--- config.mk ---
export PLATFORM = sky130hd
export DESIGN_NAME = hsc_top
export DESIGN_NICKNAME = d
export VERILOG_FILES = /design/src/hsc_chan.v /design/src/hsc_sync.v /design/src/hsc_top.v
export VERILOG_INCLUDE_DIRS = /design/src /design/src/src
export SDC_FILE = /design/constraint.sdc
export NUM_CORES = 1
export LEC_CHECK = 0
export BUFFER_PORTS_ARGS = -buffer_cell sky130_fd_sc_hd__buf_2
export CORE_ASPECT_RATIO = 1.5
export CORE_MARGIN = 8
export CORE_UTILIZATION = 45
export CTS_CLUSTER_DIAMETER = 80
export DETAILED_ROUTE_END_ITERATION = 10
export PLACE_DENSITY = 0.68
export SLEW_MARGIN = 30
export SYNTH_ARGS = -nofsm -noshare
export SYNTH_HDL_FRONTEND = slang
export SYNTH_SLANG_ARGS = --single-unit
--- constraint.sdc ---
create_clock -name clk_i -period 7.9 [get_ports clk_i]
set_input_delay 1.58 -clock clk_i [delete_from_list [all_inputs] [get_ports clk_i]]
set_output_delay 1.58 -clock clk_i [all_outputs]
set_load 0.02 [all_outputs]
--- src/hsc_defines.vh ---
// Functional notes
// [RL1] power lamp on only when running normally
// [RL2] fault lamp on for internal hardware fault
// [RL3] reset button blinks fault lamp, not latched
// [RL4] per channel lamps follow A, B, marker
// [RL5] one lamp per match terminal
// [RL6] two shared bits select the counting mode
// [RL7] per channel marker edge polarity bit
// [RL8] per channel count or halt during stop
// [RL9] per channel normal or ring counter
// [RL10] test bit runs internal self check pattern
// [RL11] configuring party keeps bit ten off
// [RL12] counts are full 32 bit unsigned
// [RL13] two phase direction from A/B phase order
// [RL14] match on >= set1, ring on == set2
// [RL15] ring counter wraps to zero after set2
// [RL16] switches captured at reset, held fixed
`ifndef HSC_DEFINES_VH
`define HSC_DEFINES_VH
// ==========================================================
// register byte offsets
`define HSC_OFS_CTRL 8'h00
`define HSC_OFS_STAT 8'h04
`define HSC_OFS_CFG 8'h08
`define HSC_OFS_CNT0 8'h10
`define HSC_OFS_CNT1 8'h14
`define HSC_OFS_S1_0 8'h20
`define HSC_OFS_S2_0 8'h24
`define HSC_OFS_S1_1 8'h28
`define HSC_OFS_S2_1 8'h2C
// ==========================================================
// control register fields
`define HSC_CTRL_STOP 0
`define HSC_CTRL_ROUTE0 3
`define HSC_CTRL_ROUTE1 4
`define HSC_CTRL_RST 32'h00000000
// ==========================================================
// status register fields
`define HSC_ST_PWR 0
`define HSC_ST_FAULT 1
`define HSC_ST_CFGOK 2
// ==========================================================
// switch bit positions (bit1 of the switch is index 0)
`define HSC_SW_MODE_LO 0
`define HSC_SW_MODE_HI 1
`define HSC_SW_POL 2
`define HSC_SW_KEEP 4
`define HSC_SW_RING 6
`define HSC_SW_TEST 8
`define HSC_SW_RSVD 9
// ==========================================================
// counting modes {bit1,bit2}
`define HSC_MODE_2PH 2'h0
`define HSC_MODE_CWCCW 2'h1
`define HSC_MODE_CKUD 2'h2
`define HSC_MODE_X4 2'h3
// ==========================================================
// timing and bus response codes
`define HSC_CLK_MHZ 250
`define HSC_BLINK_US 100000
`define HSC_TEST_DIV_US 40
`define HSC_RESP_OKAY 2'h0
`define HSC_RESP_SLVERR 2'h2
`endif

--- src/hsc_chan.v ---
`timescale 1ns/100ps
`include "hsc_defines.vh"
// ==========================================================
// one counting channel
module hsc_chan (
	input wire clk_i,
	input wire arst_n_i,
	input wire a_i,
	input wire b_i,
	input wire m_i,
	input wire [1:0] mode_i,
	input wire mark_pol_i,
	input wire keep_i,
	input wire ring_i,
	input wire cpu_stop_i,
	input wire [31:0] set1_i,
	input wire [31:0] set2_i,
	input wire load_i,
	input wire [31:0] load_val_i,
	output reg [31:0] count_o,
	output reg match_o,
	output reg bad_o
);
	reg a_q;
	reg b_q;
	reg m_q;
	reg up;
	reg dn;
	wire a_rise = a_i & ~a_q;
	wire b_rise = b_i & ~b_q;
	wire a_chg = a_i ^ a_q;
	wire b_chg = b_i ^ b_q;
	wire run = ~cpu_stop_i | keep_i; // [RL8]
	wire mark = mark_pol_i ? (m_i & ~m_q) : (~m_i & m_q); // [RL7]

	// ==========================================================
	// direction decode per mode
	always @* begin
		up = 1'b0;
		dn = 1'b0;
		case (mode_i) // [RL6]
		`HSC_MODE_2PH: begin
			up = a_rise & ~b_i; // [RL13]
			dn = a_rise & b_i; // [RL13]
		end
		`HSC_MODE_CWCCW: begin
			up = a_rise & ~b_rise;
			dn = b_rise & ~a_rise;
		end
		`HSC_MODE_CKUD: begin
			up = a_rise & ~b_i;
			dn = a_rise & b_i;
		end
		default: begin
			up = (a_chg & ~b_chg & (a_i ^ b_i)) |
				(b_chg & ~a_chg & ~(a_i ^ b_i));
			dn = (a_chg & ~b_chg & ~(a_i ^ b_i)) |
				(b_chg & ~a_chg & (a_i ^ b_i));
		end
		endcase
	end

	// ==========================================================
	// counter and match
	always @(posedge clk_i or negedge arst_n_i) begin
		if (!arst_n_i) begin
			a_q <= 1'b0;
			b_q <= 1'b0;
			m_q <= 1'b0;
			count_o <= 32'h00000000;
			match_o <= 1'b0;
			bad_o <= 1'b0;
		end else begin
			a_q <= a_i;
			b_q <= b_i;
			m_q <= m_i;
			bad_o <= (mode_i == `HSC_MODE_X4) & a_chg & b_chg;
			if (load_i) begin
				count_o <= load_val_i;
			end else if (run & mark) begin
				count_o <= 32'h00000000;
			end else if (run & up) begin
				if (ring_i && count_o == set2_i) begin
					count_o <= 32'h00000000; // [RL15]
				end else begin
					count_o <= count_o + 32'h00000001; // [RL12]
				end
			end else if (run & dn) begin
				if (ring_i && count_o == 32'h00000000) begin
					count_o <= set2_i; // [RL15]
				end else begin
					count_o <= count_o - 32'h00000001; // [RL12]
				end
			end
			match_o <= ring_i ? (count_o == set2_i) :
				(count_o >= set1_i); // [RL14]
		end
	end
endmodule

--- src/hsc_sync.v ---
`timescale 1ns/100ps
// ==========================================================
// two stage synchroniser for a vector of pin levels
module hsc_sync #(
	parameter W = 1
) (
	input wire clk_i,
	input wire arst_n_i,
	input wire [W-1:0] d_i,
	output reg [W-1:0] q_o
);
	reg [W-1:0] meta_q;
	always @(posedge clk_i or negedge arst_n_i) begin
		if (!arst_n_i) begin
			meta_q <= {W{1'b0}};
			q_o <= {W{1'b0}};
		end else begin
			meta_q <= d_i;
			q_o <= meta_q;
		end
	end
endmodule

--- src/hsc_top.v ---
`timescale 1ns/100ps
`include "hsc_defines.vh"
// ==========================================================
// high speed counter with AXI4-Lite registers
module hsc_top #(
	parameter NUM_CH = 2,
	parameter BLINK_CYC = `HSC_BLINK_US * `HSC_CLK_MHZ,
	parameter TEST_CYC = `HSC_TEST_DIV_US * `HSC_CLK_MHZ
) (
	input wire clk_i,
	input wire arst_n_i,
	input wire [7:0] s_axi_awaddr_i,
	input wire s_axi_awvalid_i,
	output reg s_axi_awready_o,
	input wire [31:0] s_axi_wdata_i,
	input wire [3:0] s_axi_wstrb_i,
	input wire s_axi_wvalid_i,
	output reg s_axi_wready_o,
	output reg [1:0] s_axi_bresp_o,
	output reg s_axi_bvalid_o,
	input wire s_axi_bready_i,
	input wire [7:0] s_axi_araddr_i,
	input wire s_axi_arvalid_i,
	output reg s_axi_arready_o,
	output reg [31:0] s_axi_rdata_o,
	output reg [1:0] s_axi_rresp_o,
	output reg s_axi_rvalid_o,
	input wire s_axi_rready_i,
	input wire [1:0] phase_a_i,
	input wire [1:0] phase_b_i,
	input wire [1:0] index_i,
	input wire [9:0] cfg_sw_i,
	input wire reset_btn_i,
	output reg power_ok_indicator_o,
	output reg fault_indicator_o,
	output reg ch1_phase_a_indicator_o,
	output reg ch1_phase_b_indicator_o,
	output reg ch1_index_indicator_o,
	output reg ch2_phase_a_indicator_o,
	output reg ch2_phase_b_indicator_o,
	output reg ch2_index_indicator_o,
	output reg match_out_0_o,
	output reg match_out_1_o,
	output reg match_out_2_o,
	output reg match_out_3_o,
	output reg [3:0] match_led_o
);
	// ==========================================================
	// pin synchronisers
	wire [1:0] a_s;
	wire [1:0] b_s;
	wire [1:0] m_s;
	wire [9:0] sw_s;
	wire btn_s;
	hsc_sync #(.W(17)) u_sync (
		.clk_i(clk_i),
		.arst_n_i(arst_n_i),
		.d_i({reset_btn_i, cfg_sw_i, index_i, phase_b_i, phase_a_i}),
		.q_o({btn_s, sw_s, m_s, b_s, a_s})
	);

	// ==========================================================
	// switch capture after reset release
	reg [1:0] cap_cnt_q;
	reg cfg_ok_q;
	reg [9:0] cfg_q;
	always @(posedge clk_i or negedge arst_n_i) begin
		if (!arst_n_i) begin
			cap_cnt_q <= 2'h0;
			cfg_ok_q <= 1'b0;
			cfg_q <= 10'h000;
		end else if (!cfg_ok_q) begin
			cap_cnt_q <= cap_cnt_q + 2'h1;
			if (cap_cnt_q == 2'h3) begin
				cfg_q <= sw_s; // [RL16]
				cfg_ok_q <= 1'b1;
			end
		end
	end
	wire [1:0] mode = {cfg_q[`HSC_SW_MODE_LO], cfg_q[`HSC_SW_MODE_HI]};
	wire test_on = cfg_q[`HSC_SW_TEST];

	// ==========================================================
	// self check pattern: slow up-counting quadrature
	reg [31:0] tdiv_q;
	reg [1:0] tgray_q;
	always @(posedge clk_i or negedge arst_n_i) begin
		if (!arst_n_i) begin
			tdiv_q <= 32'h00000000;
			tgray_q <= 2'h0;
		end else if (test_on) begin
			if (tdiv_q == TEST_CYC - 1) begin
				tdiv_q <= 32'h00000000;
				tgray_q <= {~tgray_q[0], tgray_q[1]};
			end else begin
				tdiv_q <= tdiv_q + 32'h00000001;
			end
		end
	end

	// ==========================================================
	// register file
	reg [31:0] ctrl_q;
	reg [31:0] set1_q [0:1];
	reg [31:0] set2_q [0:1];
	reg [1:0] load_q;
	reg [31:0] load_val_q;
	reg fault_q;
	wire [31:0] cnt [0:1];
	wire [1:0] mat;
	wire [1:0] bad;
	reg [7:0] aw_q;
	reg [31:0] wd_q;
	reg [3:0] ws_q;
	reg aw_have_q;
	reg w_have_q;

	function [31:0] merge;
		input [31:0] old;
		input [31:0] nw;
		input [3:0] st;
		integer k;
		begin
			merge = old;
			for (k = 0; k < 4; k = k + 1) begin
				if (st[k]) begin
					merge[k*8 +: 8] = nw[k*8 +: 8];
				end
			end
		end
	endfunction

	wire do_wr = aw_have_q & w_have_q & ~s_axi_bvalid_o;
	wire hw_fault = (|bad) | cfg_q[`HSC_SW_RSVD]; // [RL11]

	always @(posedge clk_i or negedge arst_n_i) begin
		if (!arst_n_i) begin
			s_axi_awready_o <= 1'b1;
			s_axi_wready_o <= 1'b1;
			s_axi_bvalid_o <= 1'b0;
			s_axi_bresp_o <= `HSC_RESP_OKAY;
			aw_have_q <= 1'b0;
			w_have_q <= 1'b0;
			aw_q <= 8'h00;
			wd_q <= 32'h00000000;
			ws_q <= 4'h0;
			ctrl_q <= `HSC_CTRL_RST;
			set1_q[0] <= 32'h00000000;
			set1_q[1] <= 32'h00000000;
			set2_q[0] <= 32'h00000000;
			set2_q[1] <= 32'h00000000;
			load_q <= 2'h0;
			load_val_q <= 32'h00000000;
			fault_q <= 1'b0;
		end else begin
			load_q <= 2'h0;
			if (s_axi_awvalid_i & s_axi_awready_o) begin
				aw_q <= s_axi_awaddr_i;
				aw_have_q <= 1'b1;
				s_axi_awready_o <= 1'b0;
			end
			if (s_axi_wvalid_i & s_axi_wready_o) begin
				wd_q <= s_axi_wdata_i;
				ws_q <= s_axi_wstrb_i;
				w_have_q <= 1'b1;
				s_axi_wready_o <= 1'b0;
			end
			if (s_axi_bvalid_o & s_axi_bready_i) begin
				s_axi_bvalid_o <= 1'b0;
				s_axi_awready_o <= 1'b1;
				s_axi_wready_o <= 1'b1;
			end
			// sticky fault: a new fault wins over the clearing write
			if (hw_fault) begin
				fault_q <= 1'b1; // [RL2]
			end else if (do_wr && aw_q == `HSC_OFS_STAT &&
				ws_q[0] && wd_q[`HSC_ST_FAULT]) begin
				fault_q <= 1'b0;
			end
			if (do_wr) begin
				aw_have_q <= 1'b0;
				w_have_q <= 1'b0;
				s_axi_bvalid_o <= 1'b1;
				s_axi_bresp_o <= `HSC_RESP_OKAY;
				load_val_q <= merge(cnt[aw_q[2]], wd_q, ws_q);
				if (aw_q == `HSC_OFS_CTRL) begin
					ctrl_q <= merge(ctrl_q, wd_q, ws_q) & 32'h0000001F;
				end else if (aw_q == `HSC_OFS_STAT) begin
					ctrl_q <= ctrl_q;
				end else if (aw_q == `HSC_OFS_CNT0) begin
					load_q <= 2'h1;
				end else if (aw_q == `HSC_OFS_CNT1) begin
					load_q <= 2'h2;
				end else if (aw_q == `HSC_OFS_S1_0) begin
					set1_q[0] <= merge(set1_q[0], wd_q, ws_q);
				end else if (aw_q == `HSC_OFS_S2_0) begin
					set2_q[0] <= merge(set2_q[0], wd_q, ws_q);
				end else if (aw_q == `HSC_OFS_S1_1) begin
					set1_q[1] <= merge(set1_q[1], wd_q, ws_q);
				end else if (aw_q == `HSC_OFS_S2_1) begin
					set2_q[1] <= merge(set2_q[1], wd_q, ws_q);
				end else if (aw_q != `HSC_OFS_CFG) begin
					s_axi_bresp_o <= `HSC_RESP_SLVERR;
				end
			end
		end
	end

	// ==========================================================
	// channels
	genvar i;
	generate
		for (i = 0; i < 2; i = i + 1) begin : g_ch
			if (i < NUM_CH) begin : g_on
				hsc_chan u_chan (
					.clk_i(clk_i),
					.arst_n_i(arst_n_i),
					.a_i(test_on ? tgray_q[1] : a_s[i]), // [RL10]
					.b_i(test_on ? tgray_q[0] : b_s[i]), // [RL10]
					.m_i(test_on ? 1'b0 : m_s[i]),
					.mode_i(mode), // [RL6]
					.mark_pol_i(cfg_q[`HSC_SW_POL + i]), // [RL7]
					.keep_i(cfg_q[`HSC_SW_KEEP + i]), // [RL8]
					.ring_i(cfg_q[`HSC_SW_RING + i]), // [RL9]
					.cpu_stop_i(ctrl_q[`HSC_CTRL_STOP]),
					.set1_i(set1_q[i]),
					.set2_i(set2_q[i]),
					.load_i(load_q[i]),
					.load_val_i(load_val_q),
					.count_o(cnt[i]),
					.match_o(mat[i]),
					.bad_o(bad[i])
				);
			end else begin : g_off
				assign cnt[i] = 32'h00000000;
				assign mat[i] = 1'b0;
				assign bad[i] = 1'b0;
			end
		end
	endgenerate

	// ==========================================================
	// read channel
	reg [31:0] rd;
	reg rd_ok;
	always @* begin
		rd = 32'h00000000;
		rd_ok = 1'b1;
		if (s_axi_araddr_i == `HSC_OFS_CTRL) begin
			rd = ctrl_q;
		end else if (s_axi_araddr_i == `HSC_OFS_STAT) begin
			rd = {19'h00000, match_led_o, ch2_index_indicator_o,
				ch2_phase_b_indicator_o, ch2_phase_a_indicator_o,
				ch1_index_indicator_o, ch1_phase_b_indicator_o,
				ch1_phase_a_indicator_o, 3'h0};
			rd[`HSC_ST_PWR] = power_ok_indicator_o;
			rd[`HSC_ST_FAULT] = fault_q;
			rd[`HSC_ST_CFGOK] = cfg_ok_q;
		end else if (s_axi_araddr_i == `HSC_OFS_CFG) begin
			rd = {22'h000000, cfg_q};
		end else if (s_axi_araddr_i == `HSC_OFS_CNT0) begin
			rd = cnt[0];
		end else if (s_axi_araddr_i == `HSC_OFS_CNT1) begin
			rd = cnt[1];
		end else if (s_axi_araddr_i == `HSC_OFS_S1_0) begin
			rd = set1_q[0];
		end else if (s_axi_araddr_i == `HSC_OFS_S2_0) begin
			rd = set2_q[0];
		end else if (s_axi_araddr_i == `HSC_OFS_S1_1) begin
			rd = set1_q[1];
		end else if (s_axi_araddr_i == `HSC_OFS_S2_1) begin
			rd = set2_q[1];
		end else begin
			rd_ok = 1'b0;
		end
	end

	always @(posedge clk_i or negedge arst_n_i) begin
		if (!arst_n_i) begin
			s_axi_arready_o <= 1'b1;
			s_axi_rvalid_o <= 1'b0;
			s_axi_rdata_o <= 32'h00000000;
			s_axi_rresp_o <= `HSC_RESP_OKAY;
		end else if (s_axi_arvalid_i & s_axi_arready_o) begin
			s_axi_arready_o <= 1'b0;
			s_axi_rvalid_o <= 1'b1;
			s_axi_rdata_o <= rd;
			s_axi_rresp_o <= rd_ok ? `HSC_RESP_OKAY : `HSC_RESP_SLVERR;
		end else if (s_axi_rvalid_o & s_axi_rready_i) begin
			s_axi_rvalid_o <= 1'b0;
			s_axi_arready_o <= 1'b1;
		end
	end

	// ==========================================================
	// reset button blink, lamps and match terminals
	reg [31:0] blink_q;
	reg btn_q;
	always @(posedge clk_i or negedge arst_n_i) begin
		if (!arst_n_i) begin
			blink_q <= 32'h00000000;
			btn_q <= 1'b0;
			power_ok_indicator_o <= 1'b0;
			fault_indicator_o <= 1'b0;
			ch1_phase_a_indicator_o <= 1'b0;
			ch1_phase_b_indicator_o <= 1'b0;
			ch1_index_indicator_o <= 1'b0;
			ch2_phase_a_indicator_o <= 1'b0;
			ch2_phase_b_indicator_o <= 1'b0;
			ch2_index_indicator_o <= 1'b0;
			match_out_0_o <= 1'b0;
			match_out_1_o <= 1'b0;
			match_out_2_o <= 1'b0;
			match_out_3_o <= 1'b0;
			match_led_o <= 4'h0;
		end else begin
			btn_q <= btn_s;
			if (btn_s & ~btn_q) begin
				blink_q <= BLINK_CYC; // [RL3]
			end else if (blink_q != 32'h00000000) begin
				blink_q <= blink_q - 32'h00000001;
			end
			// blink lights the lamp only; fault_q is left alone
			fault_indicator_o <= fault_q |
				(blink_q != 32'h00000000); // [RL2] [RL3]
			power_ok_indicator_o <= cfg_ok_q & ~fault_q & ~test_on; // [RL1]
			ch1_phase_a_indicator_o <= a_s[0]; // [RL4]
			ch1_phase_b_indicator_o <= b_s[0]; // [RL4]
			ch1_index_indicator_o <= m_s[0]; // [RL4]
			ch2_phase_a_indicator_o <= (NUM_CH > 1) & a_s[1]; // [RL4]
			ch2_phase_b_indicator_o <= (NUM_CH > 1) & b_s[1]; // [RL4]
			ch2_index_indicator_o <= (NUM_CH > 1) & m_s[1]; // [RL4]
			match_out_0_o <= mat[0] & ~ctrl_q[`HSC_CTRL_ROUTE0];
			match_out_1_o <= mat[0] & ctrl_q[`HSC_CTRL_ROUTE0];
			match_out_2_o <= mat[1] & ~ctrl_q[`HSC_CTRL_ROUTE1];
			match_out_3_o <= mat[1] & ctrl_q[`HSC_CTRL_ROUTE1];
			match_led_o <= {mat[1] & ctrl_q[`HSC_CTRL_ROUTE1],
				mat[1] & ~ctrl_q[`HSC_CTRL_ROUTE1],
				mat[0] & ctrl_q[`HSC_CTRL_ROUTE0],
				mat[0] & ~ctrl_q[`HSC_CTRL_ROUTE0]}; // [RL5]
		end
	end
endmodule

==> flow_summary.yaml, run 1 <==
routing:
  drtAntennaViolNets: 0
  routed_wl_um: 87400
  drc: 0
  drt_first_pass_iters: 9
  route.met2.wl_um: 42900
  vias: 21400
  detail_route.iter0.violations: 1965
  wl_per_cell_um: 25.4
  via_per_inst: 6.22
  m1WireLength_um: 31700
  highest_layer: "met4"
  dr_wl_met3_um: 6070
sta:
  hold_viol: 0
  skew_ps: 23.1
  rsz0062_at_grt: "no"
  holdWs_ps: 335
  relSlewSlack_pct: 24.5
  slew_violations: 0
  tightest_slew_ps: 1130
  setup_viol: 0
  finalCriticalPeriod_ps: 4400
  finalCritPeriodShare_pct: 55.7
  fmax_ghz: 0.227
  tns_ps: 0
critical_path:
  crit_family: "simple AND/OR/NAND/NOR gates"
  criticalPathCategory: "reg2reg"
  critPathCaptureType: "register"
  path_cells: "mux2i_1, inv_1, ha_1, nor4bb_1, mux2i_1, nand4b_1, a31oi_4, nor2b_4, a211oi_1, a221o_1"
  max_stage_delay_ps: 910
  setup.worst_path.start_class: "register"
  crit_required_ps: 8360
  cpMostUsedCell: "mux2i_1"
  r2r_slack_ps: 3500
  crit_path_top_delay_cell: "nor2b_4"
  critical_path_buf_inv_count: 1
  cp.arrival_ps: 4870
  worstPathMaxFanout: 32
synthesis:
  synthArstFlopShare_pct: 100
  yosys.area.top_type: "dfrtp_1"
  yosys.area.top_type_share_pct: 44.1
  synth.most_common_cell: "dfrtp_1"
  synth.avg_cell_area_sq_um: 9.77
  netlist_area_sq_mm: 0.0255
  synth_edf_count: 0
  yosys_warnings: 0
  synthTopCellsByCount: "dfrtp_1, nand2_1, mux2_2"
  yosysSeqAreaShare_pct: 44.4
  synth-seq-cells: 453
  synthFlopType: "dfrtp_1"
  ys_top_cells_by_area: "dfrtp_1, mux2_2, xnor2_1"
  syn-instance-count: 2614
  yosysUniqueCellTypes: 81
floorplan:
  initial_utilization_pct: 45.2
  io_pins: 133
  die_h_um: 308
  core_area_sq_mm: 0.0565
  rows: 107
  die-area_sq_mm: 0.0648
  fp.dieW_um: 211
clocking:
  clockBufferDepth: 3
  clk_pin_slew_ps: 60
  cts.sinks: 453
  htree_levels: 2
  cts-root-buf: "clkbuf_16"
  clock_latency_ps: 600
  holdBufCountCts: 0
  postCtsSetupRepairBufs: 0
  numCtsBuffers: 46
  cts_resized: 0
  cts_tree: "done"
place:
  dp.cells: 3363
  io_buffers: 130
  dpl_cell_area_sq_mm: 0.0268
  gp_congestion: 1.02
  dp_hpwl_um: 61100
worst_hold_path:
  hold_class: "reg2reg"
power_and_ir_drop:
  p_clk_share_pct: 25.4
  p_leak_nw: 12.5
  ir_drop_v: 0.000217
  switching_share_pct: 40.1
  net-switching-power_w: 0.00341
  intPower_w: 0.00509
  p_per_area_mw_per_mm2: 300
  pwr-share-seq_pct: 44.9
  combPwrFrac_pct: 29.8
final_layout:
  final_net_count: 2801
  synthToLayoutAreaGrowth_pct: 11.0
  layout-drive-gt1-share_pct: 18.1
  final_cell_area_sq_mm: 0.0283
  fin_util_pct: 50.2
  fin_cells: 3445
status:
  status: "complete, no violations"
grt:
  grt_usage_pct: 26.6
  antenna_found_initial: 1
  grt_first_pass_wirelength_um: 133000
  grt_max_degree: 153
  overflow: 0
  grt_pass1_vias: 21700
job:
  maxCapViolCount: 0
[flip-flops by register name, summed over array words and instances (netlist names), 17 cells and up]
| name | flops |
|---|---|
| wd_q | 32 |
| g_ch.g_on.u_chan.count_o | 64 |
| u_sync.meta_q | 17 |
| tdiv_q | 32 |
| u_sync.q_o | 17 |
| load_val_q | 32 |
| s_axi_rdata_o | 32 |
| set2_q | 64 |
| blink_q | 32 |
| set1_q | 64 |
[cell families after synthesis]
family                   Yosys count  share of synthesized area, %
multiplexers                     232                          10.0
buffers and inverters            281                          4.37
AO/OA/AOI/OAI                    579                          15.0
other                              1                        0.0147
AND/OR/NAND/NOR                  772                          14.9
adder cells (fa/ha/maj)           76                          3.72
flip-flops                       453                          44.4
XOR/XNOR                         220                          7.54
[per-layer routing]
layer,vias up,GRT usage [%]
met4,0,18.1
met2,1011,45.6
li1,9451,-
met1,10600,29.9
met5,-,0
met3,347,5.13
[power by group through the flow]
stage	clock network, W	logic (W)	registers (W)
finish	0.00216	0.00253	0.00382
floorplan	0	0.00212	0.00317
global placement	0	0.00237	0.00380
CTS	0.00220	0.00246	0.00378
global route	0.00229	0.00278	0.00388
detailed placement	0	0.00245	0.00382
[final timing paths]
| path | startpoint | endpoint | cells past startpoint |
|---|---|---|---|
| max in group asynchronous | arst_n_i | aw_q[2] | 3 |
| setup / recovery | cfg_q[8] | g_ch[1].g_on.u_chan.count_o[18] | 10 |
| setup reg to reg | cfg_q[8] | g_ch[1].g_on.u_chan.count_o[18] | 10 |
| hold / removal | u_sync.meta_q[2] | u_sync.q_o[2] | 0 |
| hold reg to reg | u_sync.meta_q[2] | u_sync.q_o[2] | 0 |
| min in group asynchronous | arst_n_i | wd_q[20] | 1 |
[layout by cell type (no fill, tap or decap), types with 22 or more instances in the layout]
cell	n
a21o_1	32
a21oi_1	118
a221oi_1	31
a22oi_1	92
a31oi_1	26
and3_1	22
buf_2	129
buf_4	31
clkbuf_16	47
dfrtp_1	449
ha_1	76
inv_1	102
mux2_2	192
mux2i_1	40
nand2_1	236
nand3_1	62
nand4_1	48
nor2_1	170
nor3_1	42
nor4_1	31
o21ai_0	138
or3_1	22
xnor2_1	127
xor2_1	93
[per-stage QoR]
step                setup WS, ps  total power (W)
global placement            3300          0.00617
global route                3210          0.00895
detailed placement          3330          0.00627
finish                      3500          0.00851
floorplan                   4200          0.00529
CTS                         3310          0.00844
[cell type report]
cell class / count / area [sq um]
Antenna cell: 1 / 2.50
Timing Repair Buffer: 165 / 988
Inverter: 102 / 383
Fill cell: 5251 / 28100
Sequential cell: 453 / 11300
Multi-Input combinational cell: 1881 / 13200
Tap cell: 763 / 955
Clock buffer: 69 / 1350
Clock inverter: 11 / 93.8
No activity file was read; power rests on OpenSTA's default activity.
==> run 2: changes to the inputs <==
- ABC_AREA: unset -> 1
- PLACE_DENSITY: 0.68 -> 0.7
- clock period: 7.9 -> 4.05 ns (I/O delays scaled with it)
==> run 2 against run 1 <==
Compared with the run above:
- global-route usage increased by 4.9 points
- routed wire length up 36%
- highest routed layer unchanged
- clock power is 120% higher
- utilization decreased by 0.36 points
==> flow_summary.yaml, run 2 <==
status:
  status: "complete, no violations"
sta:
  fmax_ghz: 0.298
  rsz0062_at_grt: "no"
  hold_viol: 0
  setup_slack_ps: 689
  tns_ps: 0
  tightest_slew_ps: 1000
  skew_ps: 20.8
  finalCritPeriodShare_pct: 83.0
  finalCriticalPeriod_ps: 3360
  slew_violations: 0
  setup_viol: 0
  relSlewSlack_pct: 32.7
  holdWs_ps: 133
synthesis:
  synthArstFlopShare_pct: 100
  synthTopCellsByCount: "nand2_1, nor2_1, inv_1"
  yosys_warnings: 0
  synth.most_common_cell: "nand2_1"
  yosysSeqAreaShare_pct: 38.4
  netlist_area_sq_mm: 0.0295
  yosysUniqueCellTypes: 54
  yosys.area.top_type: "dfrtp_1"
  synthFlopType: "dfrtp_1"
  synth-seq-cells: 453
  synth.avg_cell_area_sq_um: 6.88
  ys_top_cells_by_area: "dfrtp_1, nand2_1, o21ai_0"
  yosys.area.top_type_share_pct: 38.1
  syn-instance-count: 4294
  synth_edf_count: 0
final_layout:
  mostFrequentLayoutCells: "nand2_1, nor2_1, inv_1"
  fin_cells: 5267
  final_cell_area_sq_mm: 0.0325
  synthToLayoutAreaGrowth_pct: 10.1
  nFillCells: 6743
  layout_commonest_cell: "nand2_1"
  layout-drive-gt1-share_pct: 8.34
  final_net_count: 4500
  reg.largest.list: "g_ch.g_on.u_chan.count_o x64, set1_q x64, set2_q x64"
clocking:
  clk_pin_slew_ps: 70
  clockBufferDepth: 3
  htree_levels: 2
  numCtsBuffers: 48
  postCtsSetupRepairBufs: 0
  holdBufCountCts: 0
  cts_tree: "done"
  cts_resized: 0
  cts-root-buf: "clkbuf_16"
  clock_latency_ps: 620
  cts.sinks: 453
critical_path:
  critPathCaptureType: "register"
  setup.worst_path.start_class: "register"
  crit_required_ps: 4540
  cp.arrival_ps: 3850
  worstPathMaxFanout: 31
  criticalPathCategory: "reg2reg"
power_and_ir_drop:
  p_per_area_mw_per_mm2: 589
  p_leak_nw: 15.1
  ir_drop_v: 0.000684
place:
  gp_congestion: 1.01
  place_ws_ps: 728
  dp_hpwl_um: 92900
  dp.cells: 5175
  dpl_cell_area_sq_mm: 0.0309
  io_buffers: 130
routing:
  routed_wl_um: 118000
  drc: 0
  drt_first_pass_iters: 7
  wl_per_cell_um: 22.5
  via_per_inst: 5.61
  vias: 29500
  detail_route.iter0.violations: 2507
  drtAntennaViolNets: 0
grt:
  grt_first_pass_wirelength_um: 177000
  antenna_found_initial: 3
  grt_pass1_vias: 28800
  grt_usage_pct: 31.6
  grt_max_degree: 81
  overflow: 0
floorplan:
  rows: 115
  core_area_sq_mm: 0.0653
  die-area_sq_mm: 0.0743
  initial_utilization_pct: 45.2
  fp.dieW_um: 225
  io_pins: 133
  die_h_um: 330
worst_hold_path:
  hold_class: "in2async"
job:
  maxCapViolCount: 0
run 2: cell count changes after synthesis, sizes merged, moves of 67 or more:
cell    previous run  this run
nand2            238      1233
inv              102       503
buf               31       102
a22oi             92         1
xnor2            127        33
o21ai            149       435
nor2             177       528
mux2             192         3
clkbuf           148        81
nand3             63       244
run 2: layout make-up:
type	instances	area (sq um)	share of cell area, %
Clock inverter	28	324	0.996
Tap cell	877	1100	3.37
Clock buffer	62	1340	4.11
Multi-Input combinational cell	3151	15400	47.3
Timing Repair Buffer	186	1140	3.51
Antenna cell	2	5.00	0.0154
Inverter	508	1910	5.87
Sequential cell	453	11300	34.9
run 2: cell families (layout without fill, tap and decap cells):
family          Yosys count  in the layout  share of synthesized area (%)
buf+inv                 691            784                           9.61
flops                   453            453                           38.4
fa+ha+maj                76             76                           3.22
mux                       3              3                          0.114
compound gates          716            716                           13.2
simple gates           2242           2242                           32.2
xor+xnor                112            112                           3.32
other cells               1              4                         0.0127
run 2: power by group:
part | leakage (nW) | total [W] | switching (W) | internal [W]
logic | 8.54 | 0.00739 | 0.00516 | 0.00223
clock network | 0.809 | 0.00475 | 0.00206 | 0.00268
registers | 5.79 | 0.00702 | 0.00155 | 0.00547
total | 15.1 | 0.0192 | 0.00878 | 0.0104
run 2: stage by stage:
step | util [%] | total power [W]
6_report | 49.8 | 0.0192
5_1_grt | 49.8 | 0.0202
4_1_cts | 49.8 | 0.0190
3_5_place_dp | 47.3 | 0.0143
3_3_place_gp | 47.3 | 0.0142
2_1_floorplan | - | 0.0114
run 2: routing by layer:
metal  vias up  part of all wire [%]  global-route usage, %
li1      14000                     -                      -
met1     13800                    38                   36.1
met2      1281                    46                   51.3
met3       429                   6.5                   4.97
met4         0                    10                   27.1
met5         -                     0                      0
run 2: worst paths after layout:
check                                  from                              end  slack [ps]  cells past startpoint
setup / recovery                   cfg_q[8]  g_ch[1].g_on.u_chan.count_o[26]         690                     15
hold / removal                     arst_n_i                       blink_q[1]         130                      1
setup reg to reg                   cfg_q[8]  g_ch[1].g_on.u_chan.count_o[26]         690                     15
hold reg to reg            u_sync.meta_q[8]                    u_sync.q_o[8]         350                      0
max in group asynchronous          arst_n_i                       set1_q[22]        2760                      3
min in group clk_i              reset_btn_i                u_sync.meta_q[16]         300                      1
run 2: worst max-delay path, stage by stage, from the launching register on:
cell	delay, ps
dfrtp_1	710
nand2_2	160
o21ai_2	130
ha_1	180
inv_1	60
a21oi_1	110
nand2_1	70
a21boi_1	210
nand2_4	270
nand2_4	220
inv_4	60
nand2_2	410
buf_12	250
o21ai_0	120
a21oi_1	170
nor2_1	50
